File: config.mk
export PLATFORM = sky130hd
export DESIGN_NAME = fcs_host_ctrl
export DESIGN_NICKNAME = d
export VERILOG_FILES = /design/src/rtl/fcs_seq_table.v /design/src/rtl/fcs_host_ctrl.v
export VERILOG_INCLUDE_DIRS = /design/src /design/src/pkg
export SDC_FILE = /design/constraint.sdc
export NUM_CORES = 1
export LEC_CHECK = 0
export ABC_AREA = 1
export BUFFER_PORTS_ARGS = -buffer_cell sky130_fd_sc_hd__buf_2
export CELL_PAD_IN_SITES_DETAIL_PLACEMENT = 1
export CELL_PAD_IN_SITES_GLOBAL_PLACEMENT = 1
export CORE_ASPECT_RATIO = 2
export CORE_MARGIN = 10
export CORE_UTILIZATION = 46
export CTS_CLUSTER_DIAMETER = 100
export DETAILED_ROUTE_END_ITERATION = 10
export GPL_TIMING_DRIVEN = 0
export PLACE_DENSITY_LB_ADDON = 0.12
export SLEW_MARGIN = 20
export SYNTH_ARGS = -nofsm -noshare
export SYNTH_HDL_FRONTEND = slang
export SYNTH_SLANG_ARGS = --single-unit
File: constraint.sdc
create_clock -name clk -period 4.2 [get_ports clk]
set_input_delay 0.42 -clock clk [delete_from_list [all_inputs] [get_ports clk]]
set_output_delay 0.42 -clock clk [all_outputs]
set_load 0.02 [all_outputs]
File: src/pkg/fcs_host_regs.vh
`ifndef FCS_HOST_REGS_VH
`define FCS_HOST_REGS_VH
// Operation
// - During erase writes output enable stays high while write strobe and chip enable are low.
// - Whole-chip erase uses 10H in the final write of the erase sequence.
// - Main-block erase uses data 30H in the final write of the erase sequence.
// - While an internal operation runs, status is polled by toggling output enable.
// - Polling reads keep one address throughout.

// Clock
`define FCS_CLK_MHZ        25

// Timing in ns, and derived cycle counts (minimums round up)
`define FCS_T_WP_NS        50
`define FCS_T_WPH_NS       40
`define FCS_T_AH_NS        50
`define FCS_T_ACC_NS       70
`define FCS_T_OEHP_NS      150
`define FCS_WP_CYC   ((`FCS_T_WP_NS   * `FCS_CLK_MHZ + 999) / 1000)
`define FCS_WPH_CYC  ((`FCS_T_WPH_NS  * `FCS_CLK_MHZ + 999) / 1000)
`define FCS_AH_CYC   ((`FCS_T_AH_NS   * `FCS_CLK_MHZ + 999) / 1000)
`define FCS_ACC_CYC  ((`FCS_T_ACC_NS  * `FCS_CLK_MHZ + 999) / 1000)
`define FCS_OEHP_CYC ((`FCS_T_OEHP_NS * `FCS_CLK_MHZ + 999) / 1000)
// Longest erase time in seconds; cycles round down
`define FCS_T_EC_S         3
`define FCS_EC_CYC   (`FCS_T_EC_S * `FCS_CLK_MHZ * 1000000)
// Input synchroniser depth added to every read sample point
`define FCS_SYNC_CYC       2

// User operations
`define FCS_OP_READ        3'h0
`define FCS_OP_CHIP_ERASE  3'h1
`define FCS_OP_MAIN_ERASE  3'h2
`define FCS_OP_ID_ENTRY    3'h3
`define FCS_OP_ID_EXIT     3'h4
`define FCS_OP_LOCKOUT     3'h5
`define FCS_OP_ID_READ     3'h6

// Command sequence addresses and data bytes
`define FCS_ADDR_A         15'h5555
`define FCS_ADDR_B         15'h2aaa
`define FCS_ADDR_CHIP      15'h0010
`define FCS_DAT_UNLOCK1    8'haa
`define FCS_DAT_UNLOCK2    8'h55
`define FCS_DAT_ERASE      8'h80
`define FCS_DAT_CHIP       8'h10
`define FCS_DAT_MAIN       8'h30
`define FCS_DAT_ID_ENTRY   8'h90
`define FCS_DAT_ID_EXIT    8'hf0
`define FCS_DAT_LOCKOUT    8'h40

// Toggle status bit position
`define FCS_TOGGLE_BIT     6
`endif

File: src/rtl/fcs_seq_table.v
`include "fcs_host_regs.vh"
module fcs_seq_table (
  input  wire [2:0]  op,
  input  wire [2:0]  step,
  output reg  [14:0] cmdAddr,
  output reg  [7:0]  cmdByte,
  output reg         lastStep,
  output reg         hasWrites,
  output reg         needPoll
);
  ////////////////////////////////////////////////////////////////////////////
  always @* begin
    hasWrites = 1'b1;
    needPoll  = 1'b0;
    cmdAddr   = `FCS_ADDR_A;
    cmdByte   = `FCS_DAT_UNLOCK1;
    lastStep  = 1'b0;
    // Shared two-write unlock prefix
    if (step[0] == 1'b1 && step != 3'h3) begin
      cmdAddr = `FCS_ADDR_B;
      cmdByte = `FCS_DAT_UNLOCK2;
    end
    case (op)
      `FCS_OP_CHIP_ERASE, `FCS_OP_MAIN_ERASE, `FCS_OP_LOCKOUT: begin
        needPoll = 1'b1;
        if (step == 3'h2) begin
          cmdByte = `FCS_DAT_ERASE;
        end else if (step == 3'h3) begin
          cmdAddr = `FCS_ADDR_A;
          cmdByte = `FCS_DAT_UNLOCK1;
        end else if (step == 3'h4) begin
          cmdAddr = `FCS_ADDR_B;
          cmdByte = `FCS_DAT_UNLOCK2;
        end else if (step == 3'h5) begin
          lastStep = 1'b1;
          // Odd step would otherwise pick the second unlock address
          cmdAddr  = `FCS_ADDR_A;
          if (op == `FCS_OP_CHIP_ERASE) begin
            // Both address and data carry 10H so either reading selects chip erase
            cmdAddr = `FCS_ADDR_CHIP;
            cmdByte = `FCS_DAT_CHIP;
          end else if (op == `FCS_OP_MAIN_ERASE) begin
            cmdByte = `FCS_DAT_MAIN;
          end else begin
            cmdByte = `FCS_DAT_LOCKOUT;
          end
        end
      end
      `FCS_OP_ID_ENTRY, `FCS_OP_ID_EXIT: begin
        if (step == 3'h2) begin
          lastStep = 1'b1;
          cmdByte  = (op == `FCS_OP_ID_EXIT) ? `FCS_DAT_ID_EXIT : `FCS_DAT_ID_ENTRY;
        end
      end
      default: begin
        hasWrites = 1'b0;
        lastStep  = 1'b1;
      end
    endcase
  end
endmodule

File: src/rtl/fcs_host_ctrl.v
`include "fcs_host_regs.vh"
module fcs_host_ctrl #(
  parameter [26:0] EC_CYC = `FCS_EC_CYC
) (
  input  wire        clk,
  input  wire        rst_b,
  input  wire        cmdValid,
  input  wire [2:0]  cmdOp,
  input  wire [15:0] cmdAddr,
  output wire        cmdReady,
  output reg         respValid_q,
  output reg  [15:0] respData_q,
  output reg         respTimeout_q,
  output reg  [15:0] flashAddr_q,
  output reg  [15:0] flashDqOut_q,
  output reg         flashDqOe_q,
  input  wire [15:0] flashDqIn,
  output reg         flashCeB_q,
  output reg         flashOeB_q,
  output reg         flashWeB_q
);
  ////////////////////////////////////////////////////////////////////////////
  localparam [2:0] ST_IDLE  = 3'h0;
  localparam [2:0] ST_WSET  = 3'h1;
  localparam [2:0] ST_WLOW  = 3'h2;
  localparam [2:0] ST_WHIGH = 3'h3;
  localparam [2:0] ST_RLOW  = 3'h4;
  localparam [2:0] ST_RHIGH = 3'h5;
  localparam [2:0] ST_DONE  = 3'h6;

  localparam integer WP_INT   = `FCS_WP_CYC;
  localparam integer WH_INT   = (`FCS_WPH_CYC > `FCS_AH_CYC) ? `FCS_WPH_CYC : `FCS_AH_CYC;
  localparam integer RD_INT   = `FCS_ACC_CYC + `FCS_SYNC_CYC;
  localparam integer OEHP_INT = `FCS_OEHP_CYC;
  // Counts are small; cut to the 8-bit cycle counter on purpose
  localparam [7:0]   WP_CYC   = WP_INT[7:0];
  localparam [7:0]   WH_CYC   = WH_INT[7:0];
  localparam [7:0]   RD_CYC   = RD_INT[7:0];
  localparam [7:0]   OEHP_CYC = OEHP_INT[7:0];

  reg  [2:0]  state_q;
  reg  [2:0]  op_q;
  reg  [2:0]  step_q;
  reg  [15:0] addr_q;
  reg  [7:0]  cnt_q;
  reg  [26:0] waitCnt_q;
  reg         prevToggle_q;
  reg         havePrev_q;
  reg  [15:0] dqMeta_q;
  reg  [15:0] dqSync_q;

  wire [14:0] seqAddr;
  wire [7:0]  seqByte;
  wire        seqLast;
  wire        seqWrites;
  wire        seqPoll;

  fcs_seq_table fcs_seq_table_i (
    .op        (op_q),
    .step      (step_q),
    .cmdAddr   (seqAddr),
    .cmdByte   (seqByte),
    .lastStep  (seqLast),
    .hasWrites (seqWrites),
    .needPoll  (seqPoll)
  );

  assign cmdReady = (state_q == ST_IDLE);

  ////////////////////////////////////////////////////////////////////////////
  // Data pins come from another timing domain; two flops before any use
  always @(posedge clk or negedge rst_b) begin
    if (!rst_b) begin
      dqMeta_q <= 16'h0000;
      dqSync_q <= 16'h0000;
    end else begin
      dqMeta_q <= flashDqIn;
      dqSync_q <= dqMeta_q;
    end
  end

  ////////////////////////////////////////////////////////////////////////////
  always @(posedge clk or negedge rst_b) begin
    if (!rst_b) begin
      state_q       <= ST_IDLE;
      op_q          <= `FCS_OP_READ;
      step_q        <= 3'h0;
      addr_q        <= 16'h0000;
      cnt_q         <= 8'h00;
      waitCnt_q     <= 27'h0000000;
      prevToggle_q  <= 1'b0;
      havePrev_q    <= 1'b0;
      respValid_q   <= 1'b0;
      respData_q    <= 16'h0000;
      respTimeout_q <= 1'b0;
      flashAddr_q   <= 16'h0000;
      flashDqOut_q  <= 16'h0000;
      flashDqOe_q   <= 1'b0;
      flashCeB_q    <= 1'b1;
      flashOeB_q    <= 1'b1;
      flashWeB_q    <= 1'b1;
    end else begin
      respValid_q <= 1'b0;
      case (state_q)
        ST_IDLE: begin
          flashCeB_q  <= 1'b1;
          flashOeB_q  <= 1'b1;
          flashWeB_q  <= 1'b1;
          flashDqOe_q <= 1'b0;
          if (cmdValid) begin
            op_q       <= cmdOp;
            step_q     <= 3'h0;
            havePrev_q <= 1'b0;
            waitCnt_q  <= 27'h0000000;
            // Identification read: lines 1 to 15 low, bit 0 picks the code
            if (cmdOp == `FCS_OP_ID_READ) begin
              addr_q <= {15'h0000, cmdAddr[0]};
            end else begin
              addr_q <= cmdAddr;
            end
            state_q <= ST_WSET;
          end
        end
        ST_WSET: begin
          cnt_q <= 8'h00;
          if (seqWrites) begin
            // Top line is don't-care to the device; drive it low for a clean bus
            flashAddr_q  <= {1'b0, seqAddr};
            flashDqOut_q <= {8'h00, seqByte};
            flashDqOe_q  <= 1'b1;
            flashCeB_q   <= 1'b0;
            flashOeB_q   <= 1'b1;
            flashWeB_q   <= 1'b1;
            state_q      <= ST_WLOW;
          end else begin
            flashAddr_q <= addr_q;
            flashDqOe_q <= 1'b0;
            flashCeB_q  <= 1'b0;
            flashOeB_q  <= 1'b0;
            state_q     <= ST_RLOW;
          end
        end
        ST_WLOW: begin
          // Output enable held high for the whole strobe so no write is inhibited
          flashOeB_q <= 1'b1;
          flashWeB_q <= 1'b0;
          cnt_q      <= cnt_q + 8'h01;
          // First cycle only lowers the strobe, so the low phase lasts WP_CYC
          if (cnt_q == WP_CYC) begin
            flashWeB_q <= 1'b1;
            cnt_q      <= 8'h00;
            state_q    <= ST_WHIGH;
          end
        end
        ST_WHIGH: begin
          cnt_q <= cnt_q + 8'h01;
          if (cnt_q == WH_CYC - 8'h01) begin
            cnt_q       <= 8'h00;
            flashDqOe_q <= 1'b0;
            if (!seqLast) begin
              step_q  <= step_q + 3'h1;
              state_q <= ST_WSET;
            end else if (seqPoll) begin
              // Poll address fixed for the whole wait
              flashAddr_q <= addr_q;
              flashOeB_q  <= 1'b0;
              state_q     <= ST_RLOW;
            end else begin
              // Identification entry and exit have no busy phase to wait for
              flashCeB_q <= 1'b1;
              state_q    <= ST_DONE;
            end
          end
        end
        ST_RLOW: begin
          cnt_q     <= cnt_q + 8'h01;
          waitCnt_q <= waitCnt_q + 27'h0000001;
          if (cnt_q == RD_CYC - 8'h01) begin
            cnt_q      <= 8'h00;
            flashOeB_q <= 1'b1;
            if (!seqPoll) begin
              respData_q <= dqSync_q;
              flashCeB_q <= 1'b1;
              state_q    <= ST_DONE;
            end else begin
              // Only a repeat level means done; no fixed level is trusted
              prevToggle_q <= dqSync_q[`FCS_TOGGLE_BIT];
              havePrev_q   <= 1'b1;
              if (havePrev_q && prevToggle_q == dqSync_q[`FCS_TOGGLE_BIT]) begin
                respData_q <= dqSync_q;
                flashCeB_q <= 1'b1;
                state_q    <= ST_DONE;
              end else if (waitCnt_q >= EC_CYC) begin
                respTimeout_q <= 1'b1;
                flashCeB_q    <= 1'b1;
                state_q       <= ST_DONE;
              end else begin
                state_q <= ST_RHIGH;
              end
            end
          end
        end
        ST_RHIGH: begin
          // High phase of the toggle must last the minimum pulse width
          cnt_q     <= cnt_q + 8'h01;
          waitCnt_q <= waitCnt_q + 27'h0000001;
          if (cnt_q == OEHP_CYC - 8'h01) begin
            cnt_q      <= 8'h00;
            flashOeB_q <= 1'b0;
            state_q    <= ST_RLOW;
          end
        end
        ST_DONE: begin
          respValid_q <= 1'b1;
          state_q     <= ST_IDLE;
        end
        default: begin
          state_q <= ST_IDLE;
        end
      endcase
      if (state_q == ST_IDLE && cmdValid) begin
        respTimeout_q <= 1'b0;
      end
    end
  end
  // Power-down drops identification mode in the device; the host keeps no mode
  // state of its own, so nothing here can disagree after a restart.
endmodule

# ---- After elaboration in Yosys (flattened, before gate mapping)
# Index checks and enable logic that the tools add are counted.
dict set report word_totals {
  out_inout_bits 55
  register_bits 140
}
dict set report classes {
  n_mux 85
  n_lt_le_gt_ge 1
  n_addsub 3
  n_reduce_logical 36
  eq_ne 35
}
# operator n
set ops {}
lappend ops {{$mux 16} 7}
lappend ops {{$mux 15} 7}
lappend ops {{$mux 8} 10}
lappend ops {{$pmux 27 s2} 1}
lappend ops {{$mux 1} 32}
lappend ops {{$pmux 16 s2} 1}
lappend ops {{$pmux 8 s4} 1}
lappend ops {{$mux 3} 10}
lappend ops {{$add 27x1->27 const B} 1}
lappend ops {{$ge 27x27->1 const B} 1}
lappend ops {{$mux 27} 1}
lappend ops {{$eq 3x3->1 const B} 8}
lappend ops {{$ne 2x2->1 const B} 10}
lappend ops {{$eq 3x2->1 const B} 6}
lappend ops {{$pmux 3 s6} 1}
lappend ops {{$eq 8x2->1 const B} 2}
lappend ops {{$pmux 8 s2} 1}
lappend ops {{$reduce_bool 2->1} 8}
lappend ops {{$mux 7} 2}
lappend ops {{$reduce_and 4->1} 3}
lappend ops {{$reduce_and 6->1} 2}
lappend ops {{$reduce_and 2->1} 5}
lappend ops {{$reduce_and 5->1} 2}
lappend ops {{$add 8x1->8 const B} 1}
lappend ops {{22 further kinds} 37}

# ---- Logic depth before layout (Yosys ltp)
dict set report depth {
  ltp_word 10
  depth_mapped 12
  depth_no_buf 12
}

# ---- Cells and area by module
# Synthesis repeated with hierarchy kept, for this count alone.
dict set report hier_totals {
  cells_unflattened 838
  hier_area_um2 6930.4
}
# module area_per_inst_um2 cells_per_inst instances seq_area_each_um2
set modules_own_cells {}
lappend modules_own_cells {fcs_host_ctrl 6500.0 767 1 3507.1}
lappend modules_own_cells {fcs_seq_table 430.4 71 1 0.0}

# ---- Least setup slack after synthesis
# OpenSTA, ideal clock, no wires.
dict set report synth_timing {
  path_type {reg-to-reg}
  startpoint {register state_q[1]}
  endpoint {register cnt_q[2]}
  setup_ns 0.128
  arrival_ns 1.624
  required_ns 4.072
  path_buffers 2
  stages_incl_launch_ff 10
  slack_ns 2.448
  path_cell_list {dfrtp_1 > buf_6 > inv_1 > ha_1 > clkbuf_1 > a21oi_1 > inv_2 > nand2_1 > xor2_1 > a21oi_1}
}
dict set report synth_between {
  elab_chain_len 3
  word_cells_on_any_way 8
  classes_between {eq/ne (5); mux (1); reduce/logical (2)}
}
# item line
set synth_rtl {}
lappend synth_rtl {{from (decl)} fcs_host_ctrl.v:41} ;# reg [2:0] state_q;
lappend synth_rtl {{from (signal assigned)} fcs_host_ctrl.v:85} ;# state_q <= ST_IDLE;
lappend synth_rtl {{from (signal assigned)} fcs_host_ctrl.v:121} ;# state_q <= ST_WSET;
lappend synth_rtl {{from (signal assigned)} fcs_host_ctrl.v:134} ;# state_q <= ST_WLOW;
lappend synth_rtl {{$eq 3x3->1} fcs_host_ctrl.v:104} ;# case (state_q)
lappend synth_rtl {{$reduce_or 2->1 (no source line)} --}
lappend synth_rtl {{$pmux 8 s4 / $reduce_bool 4->1 (equally long branches)} --}
lappend synth_rtl {{to (signal assigned)} fcs_host_ctrl.v:147} ;# cnt_q <= cnt_q + 8'h01;
lappend synth_rtl {{to (signal assigned)} fcs_host_ctrl.v:156} ;# cnt_q <= cnt_q + 8'h01;
lappend synth_rtl {{to (signal assigned)} fcs_host_ctrl.v:176} ;# cnt_q <= cnt_q + 8'h01;
lappend synth_rtl {{to (decl)} fcs_host_ctrl.v:45} ;# reg [7:0] cnt_q;
# Parallel ways exist; a longest one is shown, timed or not.
# A chain may end at the register's enable or synchronous reset.

# ---- Final worst setup path
# Ends and elaborated chain as after synthesis.

==> results.md <==
Die:
- Once the floorplan was initialized, standard cells occupied 46.9% of the core.
- The floorplan die height is 192 um.
- The total die area is 0.0203 sq mm.
- The I/O pin count is 93.
- The horizontal die dimension is 106 um.
- The total area inside the core boundary comes to 0.0144 sq mm.
- The number of core rows is 62.

Synth:
- The most used flip-flop cell after synthesis is dfrtp_1.
- Summed over its instances, the top area cell type makes up 49.9% of the synthesized netlist area.
- In the post-synthesis netlist, the biggest area contributors are dfrtp_1 (50%), nand2_1 (14%), nor2_1 (6.4%).
- The most repeated cell in the gate-level netlist after synthesis is nand2_1.
- The synthesis warning total is 0.
- In this run, synthesis produced a sequential element count of 138.
- Of the synthesized area, sequential elements account for 51.1%.
- The number of distinct library cells after synthesis is 39.
- The share of flip-flops with an asynchronous set or reset is 100%.
- The post-synthesis area per instance is 7.96 sq um.
- By count the netlist is led by nand2_1 (245), dfrtp_1 (135), nor2_1 (116), inv_1 (79), o21ai_0 (68).
- The gate count after technology mapping is 850.
- The number of enable flip-flop cells after synthesis is 0.
- In this run the cell area of the synthesized design comes to 0.00677 sq mm.
- The biggest area contributor in the post-synthesis netlist is dfrtp_1.

Timing:
- Between clock sinks in the finished design, the worst skew comes to 7.66 ps.
- Setup repair after global routing left no endpoint under its margin.
- The number of max-slew violations in the final report was 0.
- The fraction of the cycle the final worst path needs is 58.0%.
- The maximum clock frequency is 411 MHz.
- For the pin with the worst max-slew slack, the measured transition is 740 ps.
- The final sum of negative setup slack is 0 ps.
- After layout, the minimum clock period comes to 2440 ps.
- The count of final setup violators is 0.
- The worst pin sits at a relative slew slack of 50.6%.
- The final count of hold timing violations is 0.

Power and ir drop:
- The analysis attributes to cell leakage a power of 4.05 nW.
- The power density over cell area is 710 mW/mm^2.
- The maximum VDD drop is 0.000334 V.
- The design draws 5.76 mW.

CTS:
- The CTS sink count is 138.
- In this run the clock root is driven by a clkbuf_16.
- TritonCTS built the clock tree.
- Once the clock tree was built, the resizer swapped 0 gates to a different size.
- The number of clock buffers inserted by TritonCTS is 17.
- After clock tree synthesis, the clock-pin slew on the worst setup and hold paths is 70 ps.
- The clock tree synthesis step divided the H-tree into 4 levels.
- The maximum number of buffers from clock root to sink is 2.
- The clock latency reported for the late side of the worst-skew pair is 420 ps.

Min path:
- The number of cells traversed by the worst hold path is 1.
- The path class of the tightest hold or removal check is in -> reg.

Setup path:
- The startpoint class of the critical path is a flop.
- Traced cell by cell, the critical path runs through buf_6 -> inv_1 -> ha_1 -> clkbuf_1 -> a21oi_1 -> inv_2 -> nand2_1 -> xor2_1 -> a21oi_1.
- The required time reported for the critical path endpoint is 4480 ps.
- The total stage count of the critical path is 9.
- On the critical path the largest part of the delay comes from compound AO/OA/AOI/OAI gates.
- The delay contributed by the slowest stage of the critical path is 650 ps.
- The element type at the critical path end is a flop.
- Measured in cells, the most critical reg-to-reg path has a length of 9.
- The most repeated library cell on the critical path is a21oi_1.
- The arrival time of data at the critical path endpoint is 2720 ps.
- The largest fanout on the critical path is 8.
- The critical path class is reg -> reg.
- The slowest cell on the critical path is a21oi_1.
- The critical path buffer and inverter count is 4.

GRT:
- The number of global-route vias before repair was 6,939.
- The total track usage is 22.5%.
- The number of antenna violations at the first check in global routing is 0.
- Entering global routing, the biggest net connects 72 pins.
- Global routing finished with a remaining overflow of 0.
- The wire length of the first global-routing pass is 35.4 mm.

Route:
- The via total after detailed routing is 6,158.
- The total detailed-routing wirelength is 22.0 mm.
- In the routed layout, each cell is associated on average with a via count of 5.28.
- Before antenna repair, the detailed router went through 4 iterations.
- The highest metal layer with signal wires is met4.
- In the final routing, the length of wire on met1 measures 7.13 mm.
- The count of antenna-violating nets left after detailed routing is 0.
- After the first detailed-routing iteration, the DRC count stood at 234.
- The detail-routed net length per standard cell is 18.8 um.
- For this run, design rule violations remaining after detail routing come to 0.
- Detailed routing placed a total of 12.8 mm of wire on met2.
- Detailed routing placed a total of 629 um of wire on met3.

Run:
- The number of violations of the max-capacitance limit is 0.

Final layout:
- The number of antenna diodes in the final layout is 0.
- The synthesis-to-finish area growth is 19.7%.
- The filler cells instantiated in the layout total 1,842.
- At the end of the flow, the number of nets in the layout was 1,012.
- The post-route netlist has 17.8% of its cells at a drive strength greater than 1.

Placement:
- The weighted congestion at the end of routability-driven global placement is 0.917.
- Buffers placed on the I/O ports in this run total 84.
- The estimated wirelength of the detail-placed design is 17.1 mm.

Run status:
- The run finished with clean final reports.
kinds of logic (layout without fill, tap and decap cells):
logic type	count (synthesis)	in the layout	share of synthesized area, %
and+or+nand+nor	469	469	29.6
AOI/OAI and AO/OA	106	106	8.46
muxes	1	1	0.148
other	1	8	0.0554
xor gates and xnor gates	6	6	0.776
buffers and inverters	117	235	7.65
adders and majority gates	12	12	2.22
DFF	138	138	51.1
final timing paths:
kind                                        startpoint                         to  slack [ps]
worst max-delay path            state_q[1]$_DFFE_PN0P_       cnt_q[2]$_DFFE_PN0P_        1760
worst min-delay path                      flashDqIn[3]      dqMeta_q[3]$_DFF_PN0_         100
worst max register to register  state_q[1]$_DFFE_PN0P_       cnt_q[2]$_DFFE_PN0P_        1760
worst min register to register   dqMeta_q[5]$_DFF_PN0_      dqSync_q[5]$_DFF_PN0_         340
max in group asynchronous                        rst_b     flashCeB_q$_DFFE_PN1P_        2850
min in group asynchronous                        rst_b  respData_q[5]$_DFFE_PN0P_         550
metrics by stage:
step,util [%],worst slack [ps],hold slack (ps),std cells,cell area (sq um)
2_1_floorplan,-,2450,124,857,6800
3_3_place_gp,51.7,844,332,1133,7460
3_5_place_dp,51.9,1840,336,1134,7490
4_1_cts,56.2,1780,91.0,1167,8110
5_1_grt,56.2,1640,86.6,1167,8110
6_report,56.2,1760,101,1167,8110
flip-flops by register name, summed over array words and instances (netlist names):
| signal | cells |
|---|---|
| prevToggle_q | 1 |
| havePrev_q | 1 |
| respValid_q | 1 |
| flashWeB_q | 1 |
| dqMeta_q | 16 |
| flashCeB_q | 1 |
| flashAddr_q | 16 |
| addr_q | 16 |
| step_q | 3 |
| state_q | 3 |
| waitCnt_q | 27 |
| flashDqOut_q | 6 |
| cnt_q | 8 |
| op_q | 3 |
| flashOeB_q | 1 |
| dqSync_q | 16 |
| respTimeout_q | 1 |
| flashDqOe_q | 1 |
| respData_q | 16 |
layout by cell type (no fill, tap or decap), types with 9 or more instances in the layout:
cell       netlist  layout
o21ai_0         68      68
a21oi_1         25      25
buf_2            4      87
nand2_1        245     245
dfrtp_1        135     135
ha_1            12      12
nor2_1         116     116
nand3_1         58      58
nor3_1          11      11
buf_4           12      12
nand4_1         16      16
inv_2            9       9
inv_1           79      79
clkbuf_16        0      17
metal layers:
layer / up-vias / global-route usage (%)
met5: - / 0
met4: 0 / 15.3
met3: 74 / 4.10
met2: 147 / 44.6
met1: 3023 / 19.2
li1: 2914 / -
report_power, final:
group          leakage (nW)  internal (mW)  total (mW)  switching [mW]
registers              1.76           1.66        1.88           0.220
logic                  2.01          0.676        2.34            1.67
clock network         0.285          0.907        1.54           0.630
timing repair:
item                       CTS  global route
hold endpoints to repair    67             0
setup endpoints to repair    0             0
buffers inserted             0             0
hold buffers                 1             0
cell type report:
type | instances | area, sq um | area share [%]
Sequential cell | 138 | 3460 | 42.7
Multi-Input combinational cell | 602 | 2820 | 34.8
Inverter | 91 | 348 | 4.29
Buffer | 26 | 170 | 2.10
Clock inverter | 13 | 158 | 1.95
Clock buffer | 19 | 443 | 5.46
Timing Repair Buffer | 86 | 468 | 5.77
Tap cell | 192 | 240 | 2.96
worst reg2reg max path, cell delays in order, from the launching register on:
cell,delay (ps)
dfrtp_1,380
buf_6,160
inv_1,80
ha_1,190
clkbuf_1,230
a21oi_1,650
inv_2,230
nand2_1,130
xor2_1,170
a21oi_1,80
No activity file was read; power rests on OpenSTA's default activity.
